### src/tip_pkg.sv
// tip_pkg: constants, register map and state types for the timed pin port block.
// assumes a single 100 MHz reference clock and an APB register slave with 8-bit addresses.
package tip_pkg;

    localparam int NPORT  = 5;            // ports of 1, 4, 8, 16 and 32 bits
    localparam int NCB    = 6;            // clock blocks per tile
    localparam int NPIN   = 32;           // pins shared by all ports
    localparam int REF_HZ = 100_000_000;  // reference clock, paces clock block 0

    // port widths, lowest pin and pin mask, narrowest first
    localparam int          PW [NPORT] = '{1, 4, 8, 16, 32};
    localparam int          PB [NPORT] = '{0, 4, 8, 16, 0};
    localparam logic [31:0] PM [NPORT] = '{32'h00000001, 32'h0000000F, 32'h000000FF,
                                           32'h0000FFFF, 32'hFFFFFFFF};

    // pins taken over by the inter-chip link when it is enabled
    localparam logic [31:0] LINK_PINS = 32'hFFFF0000;

    // register map, byte addresses; port p sits at p * A_PORT_STRIDE
    localparam logic [7:0] A_PORT_STRIDE = 8'h20;
    localparam logic [7:0] A_CTRL        = 8'h00;  // port control
    localparam logic [7:0] A_DATA        = 8'h04;  // transfer register
    localparam logic [7:0] A_TIME        = 8'h08;  // timed transfer compare value
    localparam logic [7:0] A_COUNT       = 8'h0C;  // port counter, read only
    localparam logic [7:0] A_TSTAMP      = 8'h10;  // timestamp, read only
    localparam logic [7:0] A_COND        = 8'h14;  // pin condition value
    localparam logic [7:0] A_CB_BASE     = 8'hC0;  // clock block c at base + 4 * c
    localparam logic [7:0] A_CB_STEP     = 8'h04;
    localparam logic [7:0] A_STATUS      = 8'hE0;  // sticky events, read only
    localparam logic [7:0] A_CLEAR       = 8'hE4;  // write one to clear, write only
    localparam logic [7:0] A_IRQEN       = 8'hE8;  // interrupt enables
    localparam logic [7:0] A_LINK        = 8'hEC;  // link enable

    // port control fields
    localparam int C_EN   = 0;
    localparam int C_DIR  = 1;   // 1 = output
    localparam int C_OD   = 2;   // open drain
    localparam int C_SEN  = 3;   // input strobe qualifies sampling
    localparam int C_COND = 4;   // two bits
    localparam int C_CB   = 8;   // three bits
    localparam int C_FULL = 16;  // transfer register full, read only

    // clock block fields
    localparam int CB_SRC = 0;   // 1 = pin source
    localparam int CB_PIN = 2;   // five bits
    localparam int CB_DIV = 8;   // eight bits, divide by value + 1

    typedef enum logic [1:0] {
        COND_NONE = 2'b00,
        COND_EQ   = 2'b01,
        COND_NE   = 2'b10
    } tip_cond_t;

    typedef struct packed {
        logic        en;
        logic        dir;
        logic        od;
        logic        sen;
        logic        tarm;    // timed transfer pending
        logic        xfull;   // transfer register holds a word
        logic        ostb;    // output strobe
        tip_cond_t   cond;
        logic [2:0]  cb;      // selected clock block
        logic [5:0]  nb;      // slices shifted so far / left
        logic [15:0] cnt;
        logic [15:0] tcmp;
        logic [15:0] tstamp;
        logic [31:0] xfer;
        logic [31:0] sr;      // serialiser
        logic [31:0] cval;
        logic [31:0] pout;    // value driven on own pins
    } tip_port_t;

    typedef struct packed {
        logic       src;
        logic [4:0] pin;
        logic [7:0] div;
        logic [7:0] dcnt;
        logic       prev;
    } tip_cb_t;

endpackage

### src/tip_port_block.sv
// tip_port_block: five timed pin ports with serialisers, counters, clock blocks and APB access.
// assumes pins and strobes arrive asynchronously; the pad ring resolves o_pin/o_pin_oe.
//
// Notes on behaviour
// - ports of 1,4,8,16,32 bits, one direction
// - drive pins or sample, optional pin condition
// - every register access completes in one cycle
// - open drain drives zeros, floats ones
// - serialiser plus transfer register between pins, core
// - sixteen bit counter schedules pin transfers
// - counter readable; transfers deferred to chosen count
// - counter captured as timestamp on each transfer
// - enabled link disables port pins it shares
// - narrower enabled port wins overlapping pins
// - port always transfers at declared width
// - six clock blocks, block zero reference clock
// - clock block from pin, optionally divided
// - input strobe qualifies data, output strobe accompanies
// - reset attaches every port to block zero
// - pin events signalled straight to scheduler
`timescale 1ns/1ps

module tip_port_block
    import tip_pkg::*;
(
    input  wire logic             i_clk,
    input  wire logic             i_rstn,
    input  wire logic             i_psel,
    input  wire logic             i_penable,
    input  wire logic             i_pwrite,
    input  wire logic [7:0]       i_paddr,
    input  wire logic [31:0]      i_pwdata,
    output logic      [31:0]      o_prdata,
    output logic                  o_pready,
    output logic                  o_pslverr,
    input  wire logic [NPIN-1:0]  i_pin,
    output logic      [NPIN-1:0]  o_pin,
    output logic      [NPIN-1:0]  o_pin_oe,
    input  wire logic [NPORT-1:0] i_input_strobe,
    output logic      [NPORT-1:0] o_output_strobe,
    output logic      [NPORT-1:0] o_port_event,
    output logic                  o_irq
);

    // whole block state in one record
    typedef struct packed {
        tip_port_t [NPORT-1:0] port;
        tip_cb_t   [NCB-1:1]   cb;       // block 0 is the reference clock itself
        logic [NPIN-1:0]       pin_s1;   // synchroniser first stage
        logic [NPIN-1:0]       pin_s2;
        logic [NPORT-1:0]      stb_s1;
        logic [NPORT-1:0]      stb_s2;
        logic [NPORT-1:0]      status;   // sticky events
        logic [NPORT-1:0]      irqen;
        logic [NPORT-1:0]      evt;      // one-cycle event pulses
        logic                  link_en;
        logic                  irq;
        logic                  pready;
        logic                  pslverr;
        logic [31:0]           prdata;
        logic [NPIN-1:0]       po;
        logic [NPIN-1:0]       poe;
    } tip_state_t;

    tip_state_t state_ff;  // registered state
    tip_state_t nxt_state; // next state

    // next state: synchronisers, clock blocks, bus, ports, pins
    always_comb begin
        logic [NCB-1:0]   tick;     // clock block ticks this cycle
        logic [NPORT-1:0] evs;      // events raised this cycle
        logic [NPORT-1:0] clr;      // status bits cleared by software
        logic [31:0]      rd;       // read data mux
        logic [31:0]      pv;       // own pins of a port, right aligned
        logic [31:0]      m;        // own pin mask
        logic [31:0]      sh;       // port value on pin positions
        logic [31:0]      sr_v;
        logic [5:0]       nb_v;
        logic [5:0]       nw;       // slices per word
        logic             hit;
        logic             ev;
        logic             tk;
        logic             tok;
        logic             cok;
        logic             setup;
        logic             acc;
        int               pidx;
        int               poff;
        tip_port_t        np;
        tick  = '0;
        evs   = '0;
        clr   = '0;
        rd    = '0;
        pv    = '0;
        m     = '0;
        sh    = '0;
        sr_v  = '0;
        nb_v  = '0;
        nw    = '0;
        hit   = 1'b0;
        ev    = 1'b0;
        tk    = 1'b0;
        tok   = 1'b0;
        cok   = 1'b0;
        np    = '0;
        pidx  = 0;
        poff  = 0;
        setup = 1'b0;
        acc   = 1'b0;
        nxt_state = state_ff;

        // two-stage synchronisers for pins and strobes
        nxt_state.pin_s1 = i_pin;
        nxt_state.pin_s2 = state_ff.pin_s1;
        nxt_state.stb_s1 = i_input_strobe;
        nxt_state.stb_s2 = state_ff.stb_s1;

        // clock blocks: block 0 ticks every reference cycle
        tick[0] = 1'b1;
        for (int c = 1; c < NCB; c++) begin
            // pin source counts rising edges of a synchronised pin
            ev = state_ff.cb[c].src ?
                 (state_ff.pin_s2[state_ff.cb[c].pin] & ~state_ff.cb[c].prev) : 1'b1;
            nxt_state.cb[c].prev = state_ff.pin_s2[state_ff.cb[c].pin];
            tick[c] = ev && (state_ff.cb[c].dcnt == state_ff.cb[c].div);
            if (ev) begin
                nxt_state.cb[c].dcnt = tick[c] ? 8'h00 : state_ff.cb[c].dcnt + 8'h01;
            end
        end

        // bus decode; addresses are byte offsets in 32-bit words
        pidx  = int'(i_paddr) / int'(A_PORT_STRIDE);
        poff  = int'(i_paddr) % int'(A_PORT_STRIDE);
        setup = i_psel && !i_penable;
        acc   = i_psel && i_penable && state_ff.pready;

        for (int p = 0; p < NPORT; p++) begin
            if (pidx == p) begin
                hit = 1'b1;
                case (8'(poff))
                    A_CTRL: begin
                        rd[C_EN]        = state_ff.port[p].en;
                        rd[C_DIR]       = state_ff.port[p].dir;
                        rd[C_OD]        = state_ff.port[p].od;
                        rd[C_SEN]       = state_ff.port[p].sen;
                        rd[C_COND +: 2] = state_ff.port[p].cond;
                        rd[C_CB +: 3]   = state_ff.port[p].cb;
                        rd[C_FULL]      = state_ff.port[p].xfull;
                    end
                    A_DATA:   rd = state_ff.port[p].xfer;
                    A_TIME:   rd = {16'h0000, state_ff.port[p].tcmp};
                    A_COUNT:  rd = {16'h0000, state_ff.port[p].cnt};
                    A_TSTAMP: rd = {16'h0000, state_ff.port[p].tstamp};
                    A_COND:   rd = state_ff.port[p].cval;
                    default:  hit = 1'b0;
                endcase
            end
        end
        for (int c = 1; c < NCB; c++) begin
            if (i_paddr == A_CB_BASE + 8'(c) * A_CB_STEP) begin
                hit               = 1'b1;
                rd[CB_SRC]        = state_ff.cb[c].src;
                rd[CB_PIN +: 5]   = state_ff.cb[c].pin;
                rd[CB_DIV +: 8]   = state_ff.cb[c].div;
            end
        end
        case (i_paddr)
            A_STATUS: begin
                hit = 1'b1;
                rd  = 32'(state_ff.status);
            end
            A_CLEAR: hit = 1'b1;           // write only, reads zero
            A_IRQEN: begin
                hit = 1'b1;
                rd  = 32'(state_ff.irqen);
            end
            A_LINK: begin
                hit = 1'b1;
                rd  = 32'(state_ff.link_en);
            end
            default: ;
        endcase

        // zero-wait slave: data latched in setup, ready in first access cycle
        nxt_state.pready = setup;
        if (setup) begin
            nxt_state.prdata  = hit ? rd : 32'h00000000;
            nxt_state.pslverr = ~hit;
        end

        // access edge: writes and read side effects, before port activity
        if (acc && hit) begin
            for (int p = 0; p < NPORT; p++) begin
                if (pidx == p) begin
                    if (i_pwrite) begin
                        case (8'(poff))
                            A_CTRL: begin
                                nxt_state.port[p].en   = i_pwdata[C_EN];
                                nxt_state.port[p].dir  = i_pwdata[C_DIR];
                                nxt_state.port[p].od   = i_pwdata[C_OD];
                                nxt_state.port[p].sen  = i_pwdata[C_SEN];
                                nxt_state.port[p].cond = tip_cond_t'(i_pwdata[C_COND +: 2]);
                                nxt_state.port[p].cb   = i_pwdata[C_CB +: 3];
                                nxt_state.port[p].nb   = '0;  // restart serialiser
                                nxt_state.port[p].ostb = 1'b0;
                            end
                            A_DATA: begin
                                // a full output word is not overwritten
                                if (state_ff.port[p].dir && !state_ff.port[p].xfull) begin
                                    nxt_state.port[p].xfer  = i_pwdata;
                                    nxt_state.port[p].xfull = 1'b1;
                                end
                            end
                            A_TIME: begin
                                nxt_state.port[p].tcmp = i_pwdata[15:0];
                                nxt_state.port[p].tarm = 1'b1;
                            end
                            A_COND:  nxt_state.port[p].cval = i_pwdata;
                            default: ;
                        endcase
                    end else if (8'(poff) == A_DATA && !state_ff.port[p].dir) begin
                        nxt_state.port[p].xfull = 1'b0;   // input word consumed
                    end
                end
            end
            for (int c = 1; c < NCB; c++) begin
                if (i_pwrite && i_paddr == A_CB_BASE + 8'(c) * A_CB_STEP) begin
                    nxt_state.cb[c].src  = i_pwdata[CB_SRC];
                    nxt_state.cb[c].pin  = i_pwdata[CB_PIN +: 5];
                    nxt_state.cb[c].div  = i_pwdata[CB_DIV +: 8];
                    nxt_state.cb[c].dcnt = 8'h00;
                end
            end
            if (i_pwrite) begin
                case (i_paddr)
                    A_CLEAR: clr = i_pwdata[NPORT-1:0];
                    A_IRQEN: nxt_state.irqen = i_pwdata[NPORT-1:0];
                    A_LINK:  nxt_state.link_en = i_pwdata[0];
                    default: ;
                endcase
            end
        end

        // ports: work on their own clock block tick
        for (int p = 0; p < NPORT; p++) begin
            np  = nxt_state.port[p];
            tk  = (state_ff.port[p].cb < 3'(NCB)) ? tick[state_ff.port[p].cb] : 1'b0;
            nw  = 6'(NPIN / PW[p]);
            pv  = (state_ff.pin_s2 >> PB[p]) & PM[p];
            // deferred transfer waits for the counter to hit the compare value
            tok = ~state_ff.port[p].tarm ||
                  (state_ff.port[p].cnt == state_ff.port[p].tcmp);
            case (state_ff.port[p].cond)
                COND_EQ: cok = (pv == (state_ff.port[p].cval & PM[p]));
                COND_NE: cok = (pv != (state_ff.port[p].cval & PM[p]));
                default: cok = 1'b1;
            endcase
            if (tk) begin
                np.cnt = state_ff.port[p].cnt + 16'h0001;
            end
            if (!state_ff.port[p].en) begin
                np.ostb = 1'b0;
            end else if (tk && state_ff.port[p].dir) begin
                // output: refill serialiser from transfer register, then shift
                sr_v    = state_ff.port[p].sr;
                nb_v    = state_ff.port[p].nb;
                np.ostb = 1'b0;
                if (nb_v == 6'h00 && state_ff.port[p].xfull && tok) begin
                    sr_v      = state_ff.port[p].xfer;
                    nb_v      = nw;
                    np.xfull  = 1'b0;
                    np.tarm   = 1'b0;
                    np.tstamp = state_ff.port[p].cnt;
                    evs[p]    = 1'b1;
                end
                if (nb_v != 6'h00) begin
                    np.pout = sr_v & PM[p];
                    sr_v    = sr_v >> PW[p];
                    nb_v    = nb_v - 6'h01;
                    np.ostb = 1'b1;
                end
                np.sr = sr_v;
                np.nb = nb_v;
            end else if (tk) begin
                // input: a word starts on condition and time, strobe gates each slice
                if ((~state_ff.port[p].sen || state_ff.stb_s2[p]) &&
                    (state_ff.port[p].nb != 6'h00 || (cok && tok))) begin
                    sr_v = (state_ff.port[p].sr >> PW[p]) | (pv << (NPIN - PW[p]));
                    nb_v = state_ff.port[p].nb + 6'h01;
                    if (nb_v == nw) begin
                        // an unread word is overwritten by the newer one
                        np.xfer   = sr_v;
                        np.xfull  = 1'b1;
                        np.tarm   = 1'b0;
                        np.tstamp = state_ff.port[p].cnt;
                        evs[p]    = 1'b1;
                        nb_v      = 6'h00;
                    end
                    np.sr = sr_v;
                    np.nb = nb_v;
                end
            end
            nxt_state.port[p] = np;
        end

        // pin ownership: widest first so narrower ports overwrite shared pins
        nxt_state.po  = '0;
        nxt_state.poe = '0;
        for (int p = NPORT - 1; p >= 0; p--) begin
            if (state_ff.port[p].en) begin
                m  = PM[p] << PB[p];
                sh = state_ff.port[p].pout << PB[p];
                nxt_state.poe = nxt_state.poe & ~m;
                nxt_state.po  = nxt_state.po & ~m;
                if (state_ff.port[p].dir) begin
                    // open drain only ever drives low
                    nxt_state.poe = nxt_state.poe |
                                    (state_ff.port[p].od ? (~sh & m) : m);
                    nxt_state.po  = nxt_state.po |
                                    (state_ff.port[p].od ? 32'h00000000 : (sh & m));
                end
            end
        end
        if (state_ff.link_en) begin
            nxt_state.poe = nxt_state.poe & ~LINK_PINS;
            nxt_state.po  = nxt_state.po & ~LINK_PINS;
        end

        // events: set wins over a clear in the same cycle
        nxt_state.evt    = evs;
        nxt_state.status = (state_ff.status & ~clr) | evs;
        nxt_state.irq    = |(nxt_state.status & nxt_state.irqen);
    end

    // state register; reset leaves every port on clock block 0
    always_ff @(posedge i_clk or negedge i_rstn) begin
        if (!i_rstn) begin
            state_ff <= '0;
        end else begin
            state_ff <= nxt_state;
        end
    end

    // outputs straight from the state register
    assign o_prdata  = state_ff.prdata;
    assign o_pready  = state_ff.pready;
    assign o_pslverr = state_ff.pslverr;
    assign o_pin     = state_ff.po;
    assign o_pin_oe  = state_ff.poe;
    assign o_irq     = state_ff.irq;
    assign o_port_event = state_ff.evt;

    // output strobe sits in each port record
    for (genvar g = 0; g < NPORT; g++) begin : g_stb
        assign o_output_strobe[g] = state_ff.port[g].ostb;
    end

endmodule

### config.mk
export PLATFORM = sky130hd
export DESIGN_NAME = tip_port_block
export DESIGN_NICKNAME = d
export VERILOG_FILES = /design/src/tip_pkg.sv /design/src/tip_port_block.sv
export SDC_FILE = /design/constraint.sdc
export NUM_CORES = 2
export LEC_CHECK = 0
export BUFFER_PORTS_ARGS = -buffer_cell sky130_fd_sc_hd__buf_2
export CORE_ASPECT_RATIO = 0.7
export CORE_MARGIN = 2
export CORE_UTILIZATION = 34
export DETAILED_ROUTE_END_ITERATION = 12
export GPL_TIMING_DRIVEN = 0
export PLACE_DENSITY_LB_ADDON = 0.05
export SYNTH_ARGS = -nofsm -noshare
export SYNTH_HDL_FRONTEND = slang
export SYNTH_SLANG_ARGS = --single-unit
### constraint.sdc
create_clock -name i_clk -period 7.7 [get_ports i_clk]
set_input_delay 0.77 -clock i_clk [delete_from_list [all_inputs] [get_ports i_clk]]
set_output_delay 0.77 -clock i_clk [all_outputs]
set_load 0.02 [all_outputs]
==> out/metrics.yaml <==
hp-start: "i_pin[9]"
place.gp.congestion: 1.04
htreeDepth: 4
cts_root_buffer: "clkbuf_16"
yosys_warnings: 0
switching_power_mw: 4.21
rows: 129
leakage_nw: 31.6
wl_per_cell_um: 37.9
power_frac_clock: 0.461
rsz0062_at_grt: "false"
critPathMaxFanout: 10
synth_top_family_by_area: "multiplexers"
io_pins: 191
synth_ff_type: "dfrtp_1"
synthMuxAreaShare: 0.162
hold_slack_ns: 0.0611
slew_viol_final: 152
crit_top_cell: "clkbuf_1"
dp.final_hpwl_um: 243000
grt_pass1_wl_um: 434000
synth-async-reset-ratio: 1.00
maxSlewHeadroom: -0.123
tns_ns: 0
max-cap-violations: 16
crit_chain: "clkbuf_1, mux2i_1, a21oi_1, nand3_1, nand2_1, o21ai_1, o311a_1, o221ai_2, nand3_1, clkbuf_1, clkbuf_1, nor2_1, a21oi_1"
grt_max_degree: 160
timing.final.crit_share: 0.873
ant_nets: 0
finClkSkew_ns: 0.0425
p_seq_frac: 0.438
worstSetupPathType: "flip-flop to flip-flop"
p_total_mw: 14.9
synthCells: 5760
synth_nets: 5883
syn_to_final_growth_pct: 14.7
setup_viol: 0
synthSimpleGateAreaFrac: 0.115
cp.required_ns: 8.34
die_x_um: 509
cp_slowest_cell: "clkbuf_1"
wirelength_um: 325000
cts-resized-gates: 0
power_density_nw_per_um2: 214
finalHoldViolations: 0
yosys.area.top_type_share: 0.484
first_global_vias: 48536
start_util: 0.343
synth_area_leaders: "dfrtp_1, mux2_2, mux2i_1"
grt_usage: 0.350
vias: 52822
critPathLaunch: "state_ff[139]$_DFF_PN0_"
drc: 0
synth_area_leader_cell: "dfrtp_1"
fp.dieH_um: 358
ys_seq_elements: 1175
io_buffers: 160
synth_xor_area_frac: 0.0422
synth_sequential_area_ratio: 0.484
startpoint_type: "flip-flop"
synth_compound_area_frac: 0.141
cts.sinks: 1175
violations: "capacitance limit, slew limit"
synth-edff-count: 0
critPathMaxStageDelay_ns: 1.16
die_area_um2: 182000
insertion_delay_ns: 0.81
synthAdderAreaFrac: 0.00844
cts_tree: "built"
worstMarginPinSlew_ns: 1.67
nets: 6204
cp-end-kind: "flip-flop"
drtPass1Iterations: 8
drive_gt1_frac: 0.190
power_frac_comb: 0.101
avgSynthCellArea_um2: 10.5
viasPerCell: 6.17
cts_buffers: 137
drt_iter0_markers: 8119
cp_num_buf_inv: 3
min_period_ns: 6.72
fmax_ghz: 0.149
reg2reg_from: "state_ff[139]$_DFF_PN0_"
grt_remaining_overflow: 0
yosysUniqueCellTypes: 92
clk_pin_slew_worst_paths_ns: 0.06
status: "finished, violations left"
antenna_found_initial: 55
core_um2: 177000
crit_family: "compound AO/OA/AOI/OAI gates"
hold_path.class: "primary input to flip-flop"
synth_area_um2: 60800
cp.arrival_ns: 7.36
internal_power_mw: 10.7
clockBufferDepth: 3
p_sw_frac: 0.283
ir_drop_mv: 0.253
cells in the mapped netlist, types with 15 or more instances:
| library cell | instances |
|---|---|
| a211oi_1 | 34 |
| a21oi_1 | 313 |
| a221o_1 | 96 |
| a221oi_1 | 57 |
| a222oi_1 | 45 |
| a22o_1 | 93 |
| a22oi_1 | 70 |
| a31oi_1 | 54 |
| and2_1 | 61 |
| and3_1 | 99 |
| buf_1 | 51 |
| buf_2 | 92 |
| buf_4 | 113 |
| clkbuf_1 | 289 |
| dfrtp_1 | 1175 |
| ha_1 | 41 |
| inv_1 | 70 |
| mux2_2 | 476 |
| mux2i_1 | 399 |
| mux4_2 | 16 |
| nand2_1 | 470 |
| nand2b_1 | 29 |
| nand3_1 | 139 |
| nand4_1 | 58 |
| nor2_1 | 417 |
| nor2b_1 | 24 |
| nor3_1 | 50 |
| nor4_1 | 49 |
| o211ai_1 | 21 |
| o21ai_0 | 231 |
| o22ai_1 | 89 |
| o2bb2ai_1 | 17 |
| or3_1 | 15 |
| xnor2_1 | 118 |
| xor2_1 | 175 |
worst register-to-register path, cell delays in order, from the launching register on:
cell      delay [ns]
dfrtp_1         0.42
clkbuf_1        1.17
mux2i_1         0.21
a21oi_1         0.22
nand3_1         0.09
nand2_1         0.22
o21ai_1         0.53
o311a_1         0.59
o221ai_2        0.95
nand3_1         0.24
clkbuf_1        0.53
clkbuf_1        0.40
nor2_1          0.91
a21oi_1         0.08
flip-flops by register name, indices dropped and copies added, names as in the netlist:
| signal | count |
|---|---|
| state_ff | 1029 |
| nxt_state | 37 |
| o_pin | 32 |
| o_pin_oe | 32 |
| o_prdata | 32 |
| o_output_strobe | 5 |
| o_port_event | 5 |
| o_irq | 1 |
| o_pready | 1 |
| o_pslverr | 1 |
cell usage in the layout (no fill, tap or decap), types with 34 or more instances in the layout:
| cell | synthesis | layout |
|---|---|---|
| buf_1 | 51 | 41 |
| a221o_1 | 96 | 96 |
| xnor2_1 | 118 | 118 |
| o22ai_1 | 89 | 88 |
| nor3_1 | 50 | 48 |
| nand4_1 | 58 | 58 |
| a221oi_1 | 57 | 57 |
| a22o_1 | 93 | 93 |
| a211oi_1 | 34 | 34 |
| a22oi_1 | 70 | 70 |
| a31oi_1 | 54 | 54 |
| a222oi_1 | 45 | 45 |
| inv_1 | 70 | 69 |
| nor2_1 | 417 | 415 |
| xor2_1 | 175 | 175 |
| nand3_1 | 139 | 139 |
| ha_1 | 41 | 41 |
| nand2_1 | 470 | 470 |
| mux2_2 | 476 | 476 |
| a21oi_1 | 313 | 313 |
| buf_4 | 113 | 116 |
| and3_1 | 99 | 99 |
| nor4_1 | 49 | 45 |
| clkbuf_1 | 289 | 299 |
| and2_1 | 61 | 61 |
| dfrtp_1 | 1175 | 1175 |
| o21ai_0 | 231 | 231 |
| buf_2 | 92 | 260 |
| clkbuf_16 | 0 | 142 |
| mux2i_1 | 399 | 399 |
final cells by class:
class / count / area [µm²]
multi-input cells: 3964 / 28500
clock inverters: 43 / 515
well taps: 2358 / 2950
repair buffers: 182 / 1250
inverters: 70 / 263
clock buffers: 197 / 4020
flip-flops and latches: 1175 / 29400
plain buffers: 551 / 2690
diodes: 24 / 60.1
fillers: 17510 / 107000
metrics by stage:
step                       util  instances  cell area [µm²]  setup WS, ns
after global placement    0.364       8278            64500        -22.66
final                     0.393       8564            69700         0.976
after detailed placement  0.367       8298            65000         0.877
after global routing      0.393       8543            69600          1.19
after CTS                 0.393       8539            69600          1.60
after floorplan               -       5760            60800          3.57
what timing repair did:
item	in CTS	in global routing
endpoints found under the hold margin	78	0
setup buffers	0	0
hold buffers	1	0
power groups by stage:
stage	logic, mW	clock network [mW]	registers (mW)
6_report	1.51	6.86	6.52
5_1_grt	1.59	7.20	6.54
4_1_cts	1.47	6.93	6.52
3_5_place_dp	1.46	0	6.63
3_3_place_gp	1.43	0	6.64
2_1_floorplan	0.755	0	6.55
cells by family after synthesis:
group | count (synthesis)
AND/OR/NAND/NOR | 1478
AO/OA/AOI/OAI | 1249
flip-flops | 1175
multiplexers | 903
buffers and inverters | 621
XOR/XNOR | 293
adder cells (fa/ha/maj) | 41
worst paths after layout:
path                                             endpoint  slack [ns]  cells past startpoint
worst max-delay path              state_ff[811]$_DFF_PN0_        0.98                     13
worst min-delay path             nxt_state[134]$_DFF_PN0_        0.06                      1
worst max register to register    state_ff[811]$_DFF_PN0_        0.98                     13
worst min register to register    state_ff[135]$_DFF_PN0_        0.35                      0
max in group asynchronous        state_ff[1198]$_DFF_PN0_        4.73                      5
min in group asynchronous       o_port_event[0]$_DFF_PN0_        0.50                      2
per-layer routing:
metal  share of wire  GRT usage
met1            0.45      0.522
met2            0.38      0.450
met3            0.13      0.140
met4           0.033      0.109
met5         0.00086    0.00412
No activity file was read; power rests on OpenSTA's default activity.
